File: src/hw/nand_host_pkg.sv
/*
  Constants for the NAND status and parameter-page host controller.
  Assumes a 125 MHz system clock and an 8-bit multiplexed flash port.
*/
package nand_host_pkg;
  localparam int unsigned CLK_PS = 8000;
  localparam int unsigned STROBE_PS = 64000;
  localparam int unsigned STROBE_CYC = (STROBE_PS + CLK_PS - 1) / CLK_PS;
  localparam int unsigned TWB_PS = 100000;
  localparam int unsigned WB_TICKS = (TWB_PS + STROBE_PS - 1) / STROBE_PS;
  localparam int unsigned PWRUP_US = 2000;
  localparam int unsigned PWRUP_CYC = PWRUP_US * 1000000 / CLK_PS;
  // register byte offsets
  localparam logic [7:0] OFS_CTRL = 8'h00;
  localparam logic [7:0] OFS_ROW_A = 8'h04;
  localparam logic [7:0] OFS_ROW_B = 8'h08;
  localparam logic [7:0] OFS_STAT = 8'h0C;
  localparam logic [7:0] OFS_PARAM0 = 8'h10;
  localparam logic [7:0] OFS_PARAM1 = 8'h14;
  localparam logic [7:0] OFS_PARAM2 = 8'h18;
  // control fields
  localparam int unsigned CTRL_POLL = 3;
  localparam int unsigned CTRL_WP_REL = 8;
  localparam int unsigned CTRL_CLR_REF = 9;
  // operation codes in CTRL[2:0]
  localparam logic [2:0] OP_STAT = 3'h1;
  localparam logic [2:0] OP_STAT_PL = 3'h2;
  localparam logic [2:0] OP_PARAM = 3'h3;
  localparam logic [2:0] OP_RESET = 3'h4;
  localparam logic [2:0] OP_RESUME = 3'h5;
  // flash command bytes
  localparam logic [7:0] CMD_STAT = 8'h70;
  localparam logic [7:0] CMD_STAT_PL = 8'h78;
  localparam logic [7:0] CMD_PARAM = 8'hEC;
  localparam logic [7:0] CMD_RESET = 8'hFF;
  localparam logic [7:0] CMD_READ = 8'h00;
  // parameter page layout
  localparam logic [9:0] PARAM_BYTES = 10'h300;
  localparam logic [7:0] PB_IL_ADDR = 8'h71;
  localparam logic [7:0] PB_IL_ATTR = 8'h72;
  localparam logic [7:0] PB_TMODE = 8'h81;
  localparam logic [7:0] PB_TPROG = 8'h85;
  localparam logic [7:0] PB_TERASE = 8'h87;
  localparam logic [7:0] PB_TREAD = 8'h89;
  localparam logic [7:0] PB_CRC_END = 8'hFD;
  localparam logic [7:0] PB_CRC_LO = 8'hFE;
  localparam logic [15:0] CRC_INIT = 16'h4F4E;
  localparam logic [15:0] CRC_POLY = 16'h8005;
  // row address layout
  localparam int unsigned PLANE_BIT = 6;
  localparam int unsigned PAGE_W = 6;
  localparam int unsigned ROW_W = 24;
  typedef enum logic [7:0] {
    S_PWR = 8'h01, S_IDLE = 8'h02, S_WR_LO = 8'h04, S_WR_HI = 8'h08,
    S_WB = 8'h10, S_RB = 8'h20, S_RD_LO = 8'h40, S_RD_HI = 8'h80
  } seq_state_t;
endpackage

File: src/hw/nand_status_host.sv
/*
  Host controller that reads NAND status and the parameter page.
  Assumes an AXI4-Lite master, external pull-up on the ready/busy wire,
  and one flash target on the port.
*/
// The register offsets and the AXI4-Lite interface to the registers were left to the implementer.
`timescale 1ns/1ps
//Contract
// page program, erase, read maximum times are little-endian microsecond counts.
// timing-mode field reads 1Fh,00h or 0Fh,00h, mode 0 always set.
// two identical copies of the 256 parameter bytes follow the first.
// each copy ends with a 16-bit check, host recomputes it.
// interleaved address bits and interleave attribute both report zero.
// check covers bytes 0..253 from the standard initial value.
// after 70h each read cycle drives the status byte.
// status byte tracks progress without toggling read strobe.
// status mode persists; reissue 00h before resuming data reads.
// status bit 0 is program or erase fail flag.
// status bit 5 is array ready.
// status bit 6 is ready for a new command.
// status bit 7 low means block protected.
// status bits 1 to 4 read zero.
// 78h plus three row cycles returns addressed plane status.
// no plane status command while reset executes.
// ready/busy low during accepted operation, high when done.
// ready/busy is open-drain, wired-OR with pull-up.
// hold write protect low during power-up and power-down.
// wait at least 2ms after power-up before any command.
// multi-plane addresses differ in plane, match in page, same unit; code compares only the plane bit and page bits.
// multi-plane copy-back stays within one plane.
module nand_status_host import nand_host_pkg::*; #(
  parameter int unsigned PWRUP_CYCLES = PWRUP_CYC
) (
  input wire logic clk,
  input wire logic rstn,
  input wire logic [7:0] s_awaddr,
  input wire logic s_awvalid,
  output logic s_awready,
  input wire logic [31:0] s_wdata,
  input wire logic [3:0] s_wstrb,
  input wire logic s_wvalid,
  output logic s_wready,
  output logic [1:0] s_bresp,
  output logic s_bvalid,
  input wire logic s_bready,
  input wire logic [7:0] s_araddr,
  input wire logic s_arvalid,
  output logic s_arready,
  output logic [31:0] s_rdata,
  output logic [1:0] s_rresp,
  output logic s_rvalid,
  input wire logic s_rready,
  output logic ce_n,
  output logic cle,
  output logic ale,
  output logic we_n,
  output logic read_strobe_n,
  output logic wp_n,
  output logic [7:0] io_out,
  output logic io_oe,
  input wire logic [7:0] io_in,
  input wire logic rb_n
);
  seq_state_t st_q;
  logic [31:0] pwr_cnt_q;
  logic pwr_done_q, wp_rel_q, refused_q, start_q, poll_q, reset_busy_q;
  logic [2:0] op_q, cmd_op_q;
  logic [ROW_W-1:0] row_a_q, row_b_q;
  logic [7:0] div_q, rd_byte_q, stat_byte_q, cnt_q;
  logic [1:0] addr_left_q, copy_q;
  logic [9:0] rd_left_q;
  logic [7:0] io_s1_q, io_s2_q, pidx_q, crc_lo_q;
  logic rb_s1_q, rb_s2_q, param_ok_q, param_fail_q, addr_ok_q, cpb_ok_q;
  logic [15:0] crc_q, sh_tm, sh_prog, sh_er, sh_rd, tm_q, prog_q, er_q, rdt_q;
  logic [7:0] sh_ila, sh_ilb, ila_q, ilb_q;
  logic tick, rd_take, wr_acc, ctrl_wr;

  // byte-wise CRC, msb first
  function automatic logic [15:0] crc_step(input logic [15:0] c, input logic [7:0] b);
    logic [15:0] r;
    r = c;
    for (int i = 7; i >= 0; i--)
    begin
      r = (r[15] ^ b[i]) ? ((r << 1) ^ CRC_POLY) : (r << 1);
    end
    return r;
  endfunction

  // strobe-rate enable divider
  always_ff @(posedge clk or negedge rstn)
  begin
    if (!rstn) div_q <= 8'h00;
    else div_q <= (div_q == 8'(STROBE_CYC - 1)) ? 8'h00 : div_q + 8'h01;
  end
  assign tick = (div_q == 8'(STROBE_CYC - 1));

  // pin synchronisers; ready/busy is only sensed, never driven
  always_ff @(posedge clk or negedge rstn)
  begin
    if (!rstn)
    begin
      io_s1_q <= 8'h00;
      io_s2_q <= 8'h00;
      rb_s1_q <= 1'b1;
      rb_s2_q <= 1'b1;
    end
    else
    begin
      io_s1_q <= io_in;
      io_s2_q <= io_s1_q;
      rb_s1_q <= rb_n;
      rb_s2_q <= rb_s1_q;
    end
  end

  // power-up wait and write-protect hold
  always_ff @(posedge clk or negedge rstn)
  begin
    if (!rstn)
    begin
      pwr_cnt_q <= 32'h0;
      pwr_done_q <= 1'b0;
      wp_n <= 1'b0;
    end
    else
    begin
      if (!pwr_done_q) pwr_cnt_q <= pwr_cnt_q + 32'h1;
      if (pwr_cnt_q == PWRUP_CYCLES - 1) pwr_done_q <= 1'b1;
      wp_n <= pwr_done_q & wp_rel_q;
    end
  end

  // AXI4-Lite slave: address and data taken together
  assign wr_acc = s_awready & s_awvalid & s_wvalid;
  assign ctrl_wr = wr_acc & (s_awaddr == OFS_CTRL) & s_wstrb[0];
  always_ff @(posedge clk or negedge rstn)
  begin
    if (!rstn)
    begin
      s_awready <= 1'b0;
      s_wready <= 1'b0;
      s_bvalid <= 1'b0;
      s_bresp <= 2'h0;
      s_arready <= 1'b0;
      s_rvalid <= 1'b0;
      s_rresp <= 2'h0;
      s_rdata <= 32'h0;
    end
    else
    begin
      s_awready <= s_awvalid & s_wvalid & !s_awready & !s_bvalid;
      s_wready <= s_awvalid & s_wvalid & !s_awready & !s_bvalid;
      if (wr_acc)
      begin
        s_bvalid <= 1'b1;
        s_bresp <= (s_awaddr <= OFS_PARAM2 && s_awaddr[1:0] == 2'h0) ? 2'h0 : 2'h2;
      end
      else if (s_bready) s_bvalid <= 1'b0;
      s_arready <= s_arvalid & !s_arready & !s_rvalid;
      if (s_arready & s_arvalid)
      begin
        s_rvalid <= 1'b1;
        s_rresp <= 2'h0;
        case (s_araddr)
          OFS_CTRL: s_rdata <= {22'h0, refused_q, wp_rel_q, 4'h0, poll_q, op_q};
          OFS_ROW_A: s_rdata <= {8'h0, row_a_q};
          OFS_ROW_B: s_rdata <= {8'h0, row_b_q};
          OFS_STAT: s_rdata <= {14'h0, copy_q, stat_byte_q, cpb_ok_q, addr_ok_q,
            param_fail_q, param_ok_q, rb_s2_q, refused_q, pwr_done_q, st_q != S_IDLE};
          OFS_PARAM0: s_rdata <= {tm_q, ilb_q, ila_q};
          OFS_PARAM1: s_rdata <= {er_q, prog_q};
          OFS_PARAM2: s_rdata <= {16'h0, rdt_q};
          default:
          begin
            s_rdata <= 32'h0;
            s_rresp <= 2'h2;
          end
        endcase
      end
      else if (s_rready) s_rvalid <= 1'b0;
    end
  end

  // control registers, start pulse and refusal flag (set wins)
  always_ff @(posedge clk or negedge rstn)
  begin
    if (!rstn)
    begin
      op_q <= 3'h0;
      poll_q <= 1'b0;
      wp_rel_q <= 1'b0;
      refused_q <= 1'b0;
      start_q <= 1'b0;
      row_a_q <= '0;
      row_b_q <= '0;
    end
    else
    begin
      start_q <= 1'b0;
      if (ctrl_wr)
      begin
        op_q <= s_wdata[2:0];
        poll_q <= s_wdata[CTRL_POLL];
        if (s_wstrb[1]) wp_rel_q <= s_wdata[CTRL_WP_REL];
        if (s_wstrb[1] && s_wdata[CTRL_CLR_REF]) refused_q <= 1'b0;
        if (s_wdata[2:0] != 3'h0)
        begin
          if (st_q != S_IDLE || (s_wdata[2:0] == OP_STAT_PL && reset_busy_q))
            refused_q <= 1'b1;
          else start_q <= 1'b1;
        end
      end
      if (wr_acc && s_awaddr == OFS_ROW_A) row_a_q <= s_wdata[ROW_W-1:0];
      if (wr_acc && s_awaddr == OFS_ROW_B) row_b_q <= s_wdata[ROW_W-1:0];
    end
  end

  // multi-plane address pair checks
  always_ff @(posedge clk or negedge rstn)
  begin
    if (!rstn)
    begin
      addr_ok_q <= 1'b0;
      cpb_ok_q <= 1'b1; // reset rows share a plane
    end
    else
    begin
      addr_ok_q <= (row_a_q[PLANE_BIT] != row_b_q[PLANE_BIT]) &&
        (row_a_q[PAGE_W-1:0] == row_b_q[PAGE_W-1:0]);
      cpb_ok_q <= (row_a_q[PLANE_BIT] == row_b_q[PLANE_BIT]);
    end
  end

  // flash port sequencer
  assign rd_take = tick & (st_q == S_RD_LO) & (!poll_q | io_s2_q[6] | cmd_op_q != OP_STAT);
  always_ff @(posedge clk or negedge rstn)
  begin
    if (!rstn)
    begin
      st_q <= S_PWR;
      ce_n <= 1'b1;
      cle <= 1'b0;
      ale <= 1'b0;
      we_n <= 1'b1;
      read_strobe_n <= 1'b1;
      io_out <= 8'h00;
      io_oe <= 1'b0;
      cmd_op_q <= 3'h0;
      addr_left_q <= 2'h0;
      rd_left_q <= 10'h0;
      cnt_q <= 8'h00;
      reset_busy_q <= 1'b0;
    end
    else
    begin
      case (st_q)
        S_PWR: if (pwr_done_q) st_q <= S_IDLE;
        S_IDLE:
          if (start_q)
          begin
            cmd_op_q <= op_q;
            ce_n <= 1'b0;
            cle <= 1'b1;
            io_oe <= 1'b1;
            we_n <= 1'b0;
            st_q <= S_WR_LO;
            reset_busy_q <= (op_q == OP_RESET);
            addr_left_q <= (op_q == OP_STAT_PL) ? 2'h3 : (op_q == OP_PARAM) ? 2'h1 : 2'h0;
            rd_left_q <= (op_q == OP_PARAM) ? PARAM_BYTES :
              (op_q == OP_STAT || op_q == OP_STAT_PL) ? 10'h1 : 10'h0;
            case (op_q)
              OP_STAT: io_out <= CMD_STAT;
              OP_STAT_PL: io_out <= CMD_STAT_PL;
              OP_PARAM: io_out <= CMD_PARAM;
              OP_RESET: io_out <= CMD_RESET;
              default: io_out <= CMD_READ;
            endcase
          end
        S_WR_LO:
          if (tick)
          begin
            we_n <= 1'b1;
            st_q <= S_WR_HI;
          end
        S_WR_HI:
          if (tick)
          begin
            cle <= 1'b0;
            cnt_q <= 8'h00;
            if (addr_left_q != 2'h0)
            begin
              ale <= 1'b1;
              we_n <= 1'b0;
              addr_left_q <= addr_left_q - 2'h1;
              st_q <= S_WR_LO;
              case (addr_left_q)
                2'h3: io_out <= row_a_q[7:0];
                2'h2: io_out <= row_a_q[15:8];
                2'h1: io_out <= (cmd_op_q == OP_PARAM) ? 8'h00 : row_a_q[23:16];
                default: io_out <= 8'h00;
              endcase
            end
            else
            begin
              ale <= 1'b0;
              io_oe <= 1'b0;
              if (cmd_op_q == OP_PARAM || cmd_op_q == OP_RESET) st_q <= S_WB;
              else if (rd_left_q != 10'h0)
              begin
                read_strobe_n <= 1'b0;
                st_q <= S_RD_LO;
              end
              else
              begin
                ce_n <= 1'b1;
                st_q <= S_IDLE;
              end
            end
          end
        S_WB:
          if (tick)
          begin
            cnt_q <= cnt_q + 8'h01;
            if (cnt_q == 8'(WB_TICKS - 1)) st_q <= S_RB;
          end
        S_RB:
          if (tick && rb_s2_q)
          begin
            reset_busy_q <= 1'b0;
            if (rd_left_q != 10'h0)
            begin
              read_strobe_n <= 1'b0;
              st_q <= S_RD_LO;
            end
            else
            begin
              ce_n <= 1'b1;
              st_q <= S_IDLE;
            end
          end
        S_RD_LO:
          if (rd_take)
          begin
            read_strobe_n <= 1'b1;
            rd_left_q <= rd_left_q - 10'h1;
            st_q <= S_RD_HI;
          end
        S_RD_HI:
          if (tick)
          begin
            if (rd_left_q == 10'h0 || (cmd_op_q == OP_PARAM && param_ok_q))
            begin
              ce_n <= 1'b1;
              st_q <= S_IDLE;
            end
            else
            begin
              read_strobe_n <= 1'b0;
              st_q <= S_RD_LO;
            end
          end
        default: st_q <= S_IDLE;
      endcase
    end
  end

  // status byte capture; unused bits forced to zero
  always_ff @(posedge clk or negedge rstn)
  begin
    if (!rstn) stat_byte_q <= 8'h00;
    else if (rd_take && cmd_op_q != OP_PARAM)
      stat_byte_q <= {io_s2_q[7:5], 4'h0, io_s2_q[0]};
  end

  // parameter page walk: shadow per copy, commit first copy whose check holds
  always_ff @(posedge clk or negedge rstn)
  begin
    if (!rstn)
    begin
      pidx_q <= 8'h00;
      copy_q <= 2'h0;
      crc_q <= CRC_INIT;
      crc_lo_q <= 8'h00;
      param_ok_q <= 1'b0;
      param_fail_q <= 1'b0;
      {sh_tm, sh_prog, sh_er, sh_rd, sh_ila, sh_ilb} <= '0;
      {tm_q, prog_q, er_q, rdt_q, ila_q, ilb_q} <= '0;
    end
    else if (start_q && op_q == OP_PARAM)
    begin
      pidx_q <= 8'h00;
      copy_q <= 2'h0;
      crc_q <= CRC_INIT;
      param_ok_q <= 1'b0;
      param_fail_q <= 1'b0;
    end
    else if (rd_take && cmd_op_q == OP_PARAM)
    begin
      pidx_q <= pidx_q + 8'h01;
      if (pidx_q <= PB_CRC_END) crc_q <= crc_step(crc_q, io_s2_q);
      case (pidx_q)
        PB_IL_ADDR: sh_ila <= io_s2_q;
        PB_IL_ATTR: sh_ilb <= io_s2_q;
        PB_TMODE: sh_tm[7:0] <= io_s2_q;
        PB_TMODE + 8'h01: sh_tm[15:8] <= io_s2_q;
        PB_TPROG: sh_prog[7:0] <= io_s2_q;
        PB_TPROG + 8'h01: sh_prog[15:8] <= io_s2_q;
        PB_TERASE: sh_er[7:0] <= io_s2_q;
        PB_TERASE + 8'h01: sh_er[15:8] <= io_s2_q;
        PB_TREAD: sh_rd[7:0] <= io_s2_q;
        PB_TREAD + 8'h01: sh_rd[15:8] <= io_s2_q;
        PB_CRC_LO: crc_lo_q <= io_s2_q;
        8'hFF:
        begin
          crc_q <= CRC_INIT;
          copy_q <= copy_q + 2'h1;
          if ({io_s2_q, crc_lo_q} == crc_q && !param_ok_q)
          begin
            param_ok_q <= 1'b1;
            {tm_q, prog_q, er_q, rdt_q, ila_q, ilb_q} <=
              {sh_tm, sh_prog, sh_er, sh_rd, sh_ila, sh_ilb};
          end
          else if (copy_q == 2'h2) param_fail_q <= 1'b1;
        end
        default: ;
      endcase
    end
  end
endmodule // nand_status_host

File: config.mk
export PLATFORM = sky130hd
export DESIGN_NAME = nand_status_host
export DESIGN_NICKNAME = d
export VERILOG_FILES = /design/src/hw/nand_host_pkg.sv /design/src/hw/nand_status_host.sv
export SDC_FILE = /design/constraint.sdc
export NUM_CORES = 1
export LEC_CHECK = 0
export ABC_AREA = 1
export BUFFER_PORTS_ARGS = -buffer_cell sky130_fd_sc_hd__buf_2
export CELL_PAD_IN_SITES_DETAIL_PLACEMENT = 0
export CELL_PAD_IN_SITES_GLOBAL_PLACEMENT = 1
export CORE_UTILIZATION = 49
export DETAILED_ROUTE_END_ITERATION = 8
export PLACE_DENSITY = 0.91
export SETUP_SLACK_MARGIN = 0.05
export SLEW_MARGIN = 30
export SYNTH_ARGS = -nofsm -noshare
export SYNTH_HDL_FRONTEND = slang
export SYNTH_SLANG_ARGS = --single-unit
export TNS_END_PERCENT = 1
File: constraint.sdc
create_clock -name clk -period 4.97 [get_ports clk]
set_clock_uncertainty 0.1 [all_clocks]
set_input_delay 0 -clock clk [delete_from_list [all_inputs] [get_ports clk]]
set_output_delay 0 -clock clk [all_outputs]
set_load 0.02 [all_outputs]
==> results.sh, run 1 <==
export IMPL_finish_net_count=2270
export IMPL_gr_usage_all_layers_pct=25.71
export IMPL_dp_hpwl_um=31520
export IMPL_drv_slew=0
export IMPL_min_from="io_in[5]"
export IMPL_ys_seq_elements=401
export IMPL_worst_path_max_delay_cell="inv_2"
export IMPL_grt_pass1_vias=14500
export IMPL_worst_path_max_fanout=69
export IMPL_clock_path_buffers=3
export IMPL_maxSlewHeadroom_pct=38.92
export IMPL_io_buffers=111
export IMPL_critical_path_startpoint="div_q[0]"
export IMPL_crit_buf_inv=2
export IMPL_io_pins=124
export IMPL_arrival_ns=3.66
export IMPL_yosysSeqAreaShare_pct=55.81
export IMPL_tightest_slew_ns=0.9078
export IMPL_run_status="completed"
export IMPL_drcViolationCount=0
export IMPL_vias=14750
export IMPL_required_ns=5.29
export IMPL_rsz0062_at_grt="no"
export IMPL_total_power_w=0.007768
export IMPL_dr_pass1_iters=6
export IMPL_utilization_pct=58.48
export IMPL_synth_simple_area_share_pct=22.17
export IMPL_yosysUniqueCellTypes=58
export IMPL_critical_path_class="flop to flop"
export IMPL_synthXorXnorAreaFrac_pct=2.625
export IMPL_worstPathCellList="ha_1 -> nand3_1 -> or2_1 -> nor2_4 -> nand2_4 -> nor2_4 -> nand2_1 -> inv_2 -> nand2_2 -> buf_12 -> nor2_1 -> a21oi_1"
export IMPL_slowest_delay_ns=0.48
export IMPL_reg2reg_from="div_q[0]"
export IMPL_grt_max_degree=116
export IMPL_rows=69
export IMPL_vias_per_cell=5.503
export IMPL_drt_wirelength_per_cell_um=17.52
export IMPL_cts_clk_slew_worst_paths_ns=0.06
export IMPL_synth_compound_area_share_pct=11.72
export IMPL_finalCriticalPeriod_ns=3.334
export IMPL_power_density_nw_per_um2=369.9
export IMPL_antenna_left=0
export IMPL_hp_class="input port to flop"
export IMPL_final_hold_viol_count=0
export IMPL_synth_cells=2042
export IMPL_ctsResizeCount=0
export IMPL_finalSetupViolCount=0
export IMPL_drive_above_1_share_pct=11.71
export IMPL_drt_iter0_drc=1133
export IMPL_vdd_drop_max_mv=0.2362
export IMPL_fmax_mhz=299.9
export IMPL_synth_top_family_by_area="simple AND/OR/NAND/NOR gates"
export IMPL_design_die_area_um2=37540
export IMPL_syn_to_final_growth_pct=16.58
export IMPL_numCtsBuffers=43
export IMPL_synth_edf_count=0
export IMPL_synth_adder_area_share_pct=1.042
export IMPL_p_leak_nw=10.46
export IMPL_grt_pass1_wl_um=76810
export IMPL_cts_root_buf="clkbuf_16"
export IMPL_synth_mux_area_fraction_pct=0
export IMPL_die_w_um=193.7
export IMPL_rrSetupSlack_ns=1.64
export IMPL_hold_buffers=58
export IMPL_syn_area_um2=18010
export IMPL_async_flop_share_pct=100.0
export IMPL_wl_um=46980
export IMPL_crit_family="simple AND/OR/NAND/NOR gates"
export IMPL_cp_end_kind="flop"
export IMPL_synth_ff_type="dfrtp_1"
export IMPL_fin_setup_tns_ns=0
export IMPL_htree_levels=2
export IMPL_cp_start_kind="flop"
export IMPL_fillers=3131
export IMPL_grt_remaining_overflow=0
export IMPL_cts_sinks=401
export IMPL_final_cell_mix="nand2_1 (568), dfrtp_1 (385), inv_1 (189)"
export IMPL_period_share_pct=67.08
export IMPL_syn_area_per_cell_um2=8.822
export IMPL_insertion_delay_ns=0.55
export IMPL_layout_commonest_cell="nand2_1"
export IMPL_maxCapViolCount=0
export IMPL_gp_congestion=0.8754
export IMPL_ys_warn_count=0
export IMPL_die_h_um=193.7
export IMPL_n_antenna_cell=0
export IMPL_cpMostUsedCell="nor2_4"
export IMPL_cts_tree="yes"
export IMPL_start_util_pct=50.16
export IMPL_coreArea_um2=35910
export IMPL_antenna_found_initial=0
export IMPL_cts_setup_buffers=0
## metal layers
layer / track usage (%) / part of all wire, %
met4: 9.541 / 3.7
met5: 1.022 / 0.10
met2: 41.74 / 46
met3: 3.740 / 6.5
met1: 35.05 / 43
## kinds of logic (layout without fill, tap and decap cells)
kind of cell	after synthesis	count (layout)
buffers and inverters	286	463
adder cells (fa/ha/maj)	15	15
other	1	2
flip-flops	401	401
AO/OA/AOI/OAI	362	362
AND/OR/NAND/NOR	923	923
XOR/XNOR	54	54
## metrics by stage
| stage | worst slack (ns) | area [µm²] | cells | hold WS (ns) |
|---|---|---|---|---|
| 2_1_floorplan | 2.747 | 18020 | 2043 | -0.3956 |
| 3_3_place_gp | 1.709 | 18860 | 2543 | 0.006874 |
| 3_5_place_dp | 1.645 | 18860 | 2543 | 0.008498 |
| 4_1_cts | 1.606 | 20960 | 2679 | 0.003623 |
| 5_1_grt | 1.340 | 21000 | 2681 | 0.01500 |
| 6_report | 1.636 | 21000 | 2681 | 0.01020 |
## area by class of cell
cell class	count	area (µm²)	area share (%)
clock inverters	23	319.1	1.519
multi-input cells	1356	6785	32.31
clock buffers	55	1201	5.719
well taps	461	576.8	2.746
flip-flops and latches	401	10050	47.88
repair buffers	185	1314	6.256
inverters	200	750.7	3.575
## cell usage after synthesis, drive strengths merged (7+ instances only)
| master | count | area, µm² |
|---|---|---|
| a21oi | 51 | 255.2 |
| nand4 | 23 | 180.2 |
| xor2 | 35 | 306.5 |
| nand3 | 149 | 768.2 |
| nor2 | 115 | 471.7 |
| nor3 | 32 | 186.4 |
| nand2 | 574 | 2175 |
| o211ai | 11 | 82.58 |
| o21ai | 212 | 1065 |
| buf | 39 | 262.8 |
| ha | 15 | 187.7 |
| xnor2 | 19 | 166.4 |
| a32o | 7 | 70.07 |
| inv | 200 | 750.7 |
| a22o | 17 | 148.9 |
| o22ai | 12 | 75.07 |
| dfrtp | 385 | 9634 |
| dfstp | 16 | 420.4 |
| nor4 | 19 | 137.6 |
| o21a | 11 | 82.58 |
| a221oi | 12 | 105.1 |
| clkbuf | 47 | 176.4 |
## power breakdown
part	switching (W)	internal [W]	leakage [nW]	total [W]
Clock	0.00133	0.00208	0.755	0.00341
Combinational	0.000604	0.000299	4.26	0.000903
Sequential	0.0000752	0.00338	5.44	0.00345
## sequential cells by signal, summed over array words and instances, names as in the netlist, 10 cells and up
signal     count
pwr_cnt_q     32
s_rdata       32
row_a_q       24
row_b_q       24
crc_q         16
er_q          16
prog_q        16
rdt_q         16
sh_er         16
sh_prog       16
sh_rd         16
sh_tm         16
tm_q          16
rd_left_q     10
## final timing paths
check,cells after the start,end
min in group asynchronous,3,rd_left_q[3]
worst min-delay path,2,io_s1_q[5]
worst min register to register,0,io_s2_q[4]
worst max register to register,12,ilb_q[1]
worst max-delay path,12,ilb_q[1]
max in group asynchronous,5,rdt_q[11]
No activity file was read; power rests on OpenSTA's default activity.
==> inputs of run 2 (changes only) <==
--- a/config.mk
+++ b/config.mk
@@ -9,9 +9,9 @@
 export BUFFER_PORTS_ARGS = -buffer_cell sky130_fd_sc_hd__buf_2
 export CELL_PAD_IN_SITES_DETAIL_PLACEMENT = 0
 export CELL_PAD_IN_SITES_GLOBAL_PLACEMENT = 1
-export CORE_UTILIZATION = 49
+export CORE_UTILIZATION = 46
 export DETAILED_ROUTE_END_ITERATION = 8
-export PLACE_DENSITY = 0.91
+export PLACE_DENSITY = 0.87
 export SETUP_SLACK_MARGIN = 0.05
 export SLEW_MARGIN = 30
 export SYNTH_ARGS = -nofsm -noshare
==> constraint.sdc (replaced) <==
create_clock -name clk -period 3.2 [get_ports clk]
set_clock_uncertainty 0.1 [all_clocks]
set_input_delay 0 -clock clk [delete_from_list [all_inputs] [get_ports clk]]
set_output_delay 0 -clock clk [all_outputs]
set_load 0.02 [all_outputs]
==> run 2 against run 1 <==
Via count decreased by 0.69%. Sequential power increased by 55%. Largest cell class unchanged. Setup slack got worse by 1.3 ns. Largest power group unchanged. Final area increased by 1.8%. Sequential share of layout area decreased by 0.83 points. Cell count increased by 3.4%. Combinational power increased by 58%. Global-route usage decreased by 1.0 points. Non-clock buffer count increased by 35.
==> results.sh, run 2 (same netlist as run 1, synthesis figures left out) <==
export IMPL_run_status="completed"
export IMPL_io_buffers=111
export IMPL_p_switching_w=0.003123
export IMPL_required_ns=3.55
export IMPL_seqCellArea_um2=10050
export IMPL_die_w_um=199.9
export IMPL_combPwrFrac_pct=11.9
export IMPL_seqPwrFrac_pct=44.6
export IMPL_cts_clk_slew_worst_paths_ns=0.06
export IMPL_grt_pass1_wl_um=75550
export IMPL_syn_to_final_growth_pct=18.63
export IMPL_gr_usage_all_layers_pct=24.71
export IMPL_fillers=3439
export IMPL_clock_path_buffers=3
export IMPL_min_from="s_araddr[0]"
export IMPL_vias=14650
export IMPL_final_cell_mix="nand2_1 (568), dfrtp_1 (385), inv_1 (190)"
export IMPL_vdd_drop_max_mv=0.3929
export IMPL_fmax_mhz=344.1
export IMPL_ctsResizeCount=0
export IMPL_worstPathCellList="ha_1 -> nand3_1 -> or2_1 -> nor2_4 -> nand2_4 -> nor2_4 -> nand2_1 -> inv_2 -> nand2_2 -> buf_4 -> nand2_1 -> nand2_1"
export IMPL_grt_max_degree=115
export IMPL_switching_share_pct=26.03
export IMPL_critical_path_class="flop to flop"
export IMPL_dpl_cell_count=2628
export IMPL_whs_ns=0.04995
export IMPL_arrival_ns=3.26
export IMPL_reg_top3="pwr_cnt_q x32, s_rdata x32"
export IMPL_io_pins=124
export IMPL_finalSetupViolCount=0
export IMPL_p_leak_nw=10.61
export IMPL_cts_sinks=401
export IMPL_start_util_pct=46.61
export IMPL_drt_wirelength_per_cell_um=17.29
export IMPL_insertion_delay_ns=0.58
export IMPL_hp_class="input port to flop"
export IMPL_cpMostUsedCell="nand2_1"
export IMPL_finalCriticalPeriod_ns=2.906
export IMPL_grt_busiest_layer="met2"
export IMPL_met1_usage_pct=33.87
export IMPL_antenna_found_initial=0
export IMPL_numCtsBuffers=44
export IMPL_drcViolationCount=0
export IMPL_coreArea_um2=38650
export IMPL_grt_remaining_overflow=0
export IMPL_cp_end_kind="flop"
export IMPL_rsz0062_at_grt="no"
export IMPL_htree_levels=2
export IMPL_p_clk_share_pct=43.5
export IMPL_reg2reg_from="div_q[0]"
export IMPL_p_int_w=0.008876
export IMPL_maxCapViolCount=0
export IMPL_design_die_area_um2=39960
export IMPL_antenna_left=0
export IMPL_dp_hpwl_um=32890
export IMPL_cp_start_kind="flop"
export IMPL_worst_path_max_delay_cell="dfrtp_1"
export IMPL_gp_congestion=0.8872
export IMPL_power_density_nw_per_um2=561.5
export IMPL_final_hold_viol_count=0
export IMPL_dr_pass1_iters=6
export IMPL_critical_path_startpoint="div_q[0]"
export IMPL_rows=72
export IMPL_multiInputGateArea_um2=6779
export IMPL_period_share_pct=90.81
export IMPL_wl_um=47950
export IMPL_die_h_um=199.9
export IMPL_vias_per_cell=5.284
export IMPL_cts_tree="yes"
export IMPL_slowest_delay_ns=0.37
export IMPL_drv_slew=0
export IMPL_finish_net_count=2306
export IMPL_cts_root_buf="clkbuf_16"
export IMPL_instances_no_fill=2773
export IMPL_n_antenna_cell=0
export IMPL_met2_usage_pct=39.48
export IMPL_layout_commonest_cell="nand2_1"
export IMPL_grt_pass1_vias=14130
export IMPL_drive_above_1_share_pct=12.64
export IMPL_cts_setup_buffers=0
export IMPL_tightest_slew_ns=0.7857
export IMPL_worst_path_max_fanout=32
export IMPL_use_met3_pct=4.116
export IMPL_maxSlewHeadroom_pct=47.14
export IMPL_drt_iter0_drc=1257
export IMPL_fin_setup_tns_ns=0
## run 2: cell types whose count changed in the layout (fill, tap and decap cells not counted), moves of 3 or more
cell and delta:
buf_4 +25, dlygate4sd3_1 +7, clkinvlp_4 +4, buf_12 +3, bufinv_16 -3, clkbuf_16 +3, clkinv_2 -3, inv_6 -3
## run 2: power by group through the flow
stage / registers [W] / logic [W] / clock network (W)
finish: 0.00536 / 0.00143 / 0.00521
global route: 0.00538 / 0.00161 / 0.00551
CTS: 0.00536 / 0.00142 / 0.00531
floorplan: 0.00551 / 0.000790 / 0
detailed placement: 0.00545 / 0.00134 / 0
global placement: 0.00544 / 0.00132 / 0
## run 2: critical path: cells and delay by family (launching register included)
kind,cells,cell delay [ns]
buf+inv,2,0.60
fa+ha+maj,1,0.22
simple gates,9,1.47
flops,1,0.37
## run 2: stage by stage
stage	power [W]	util (%)	setup slack, ns	instance area, µm²
after floorplan	0.006303	-	0.9772	18020
after global routing	0.01250	55.30	0.09515	21370
after CTS	0.01209	55.20	0.3127	21330
final	0.01200	55.30	0.2942	21370
after global placement	0.006760	49.62	0.4523	19180
after detailed placement	0.006790	49.62	0.3636	19180
## run 2: path summary, 6_finish.rpt
| path | to | slack, ns | cells after the start |
|---|---|---|---|
| min in group asynchronous | rd_left_q[4] | 0.34 | 3 |
| max reg2reg | tm_q[14] | 0.29 | 12 |
| max | tm_q[14] | 0.29 | 12 |
| min | s_rdata[4] | 0.05 | 6 |
| min reg2reg | io_s2_q[0] | 0.24 | 0 |
| max in group asynchronous | tm_q[4] | 1.51 | 5 |
## run 2: area by class of cell
type / count / share of cell area (%)
timing repair buffer: 220 / 7.635
clock inverter: 19 / 1.060
clock buffer: 59 / 5.989
inverter: 200 / 3.513
tap: 518 / 3.033
sequential: 401 / 47.05
multi-input combinational: 1356 / 31.72
## run 2: layer usage
layer	up-vias	part of all wire, %
li1	7071	-
met1	7100	45
met2	407	47
met3	74	5.9
met4	0	2.9
met5	-	0
## run 2: timing repair
item | CTS | global route
endpoints found under the setup margin | 0 | 0
hold endpoints to repair | 180 | 29
hold buffers | 65 | 1
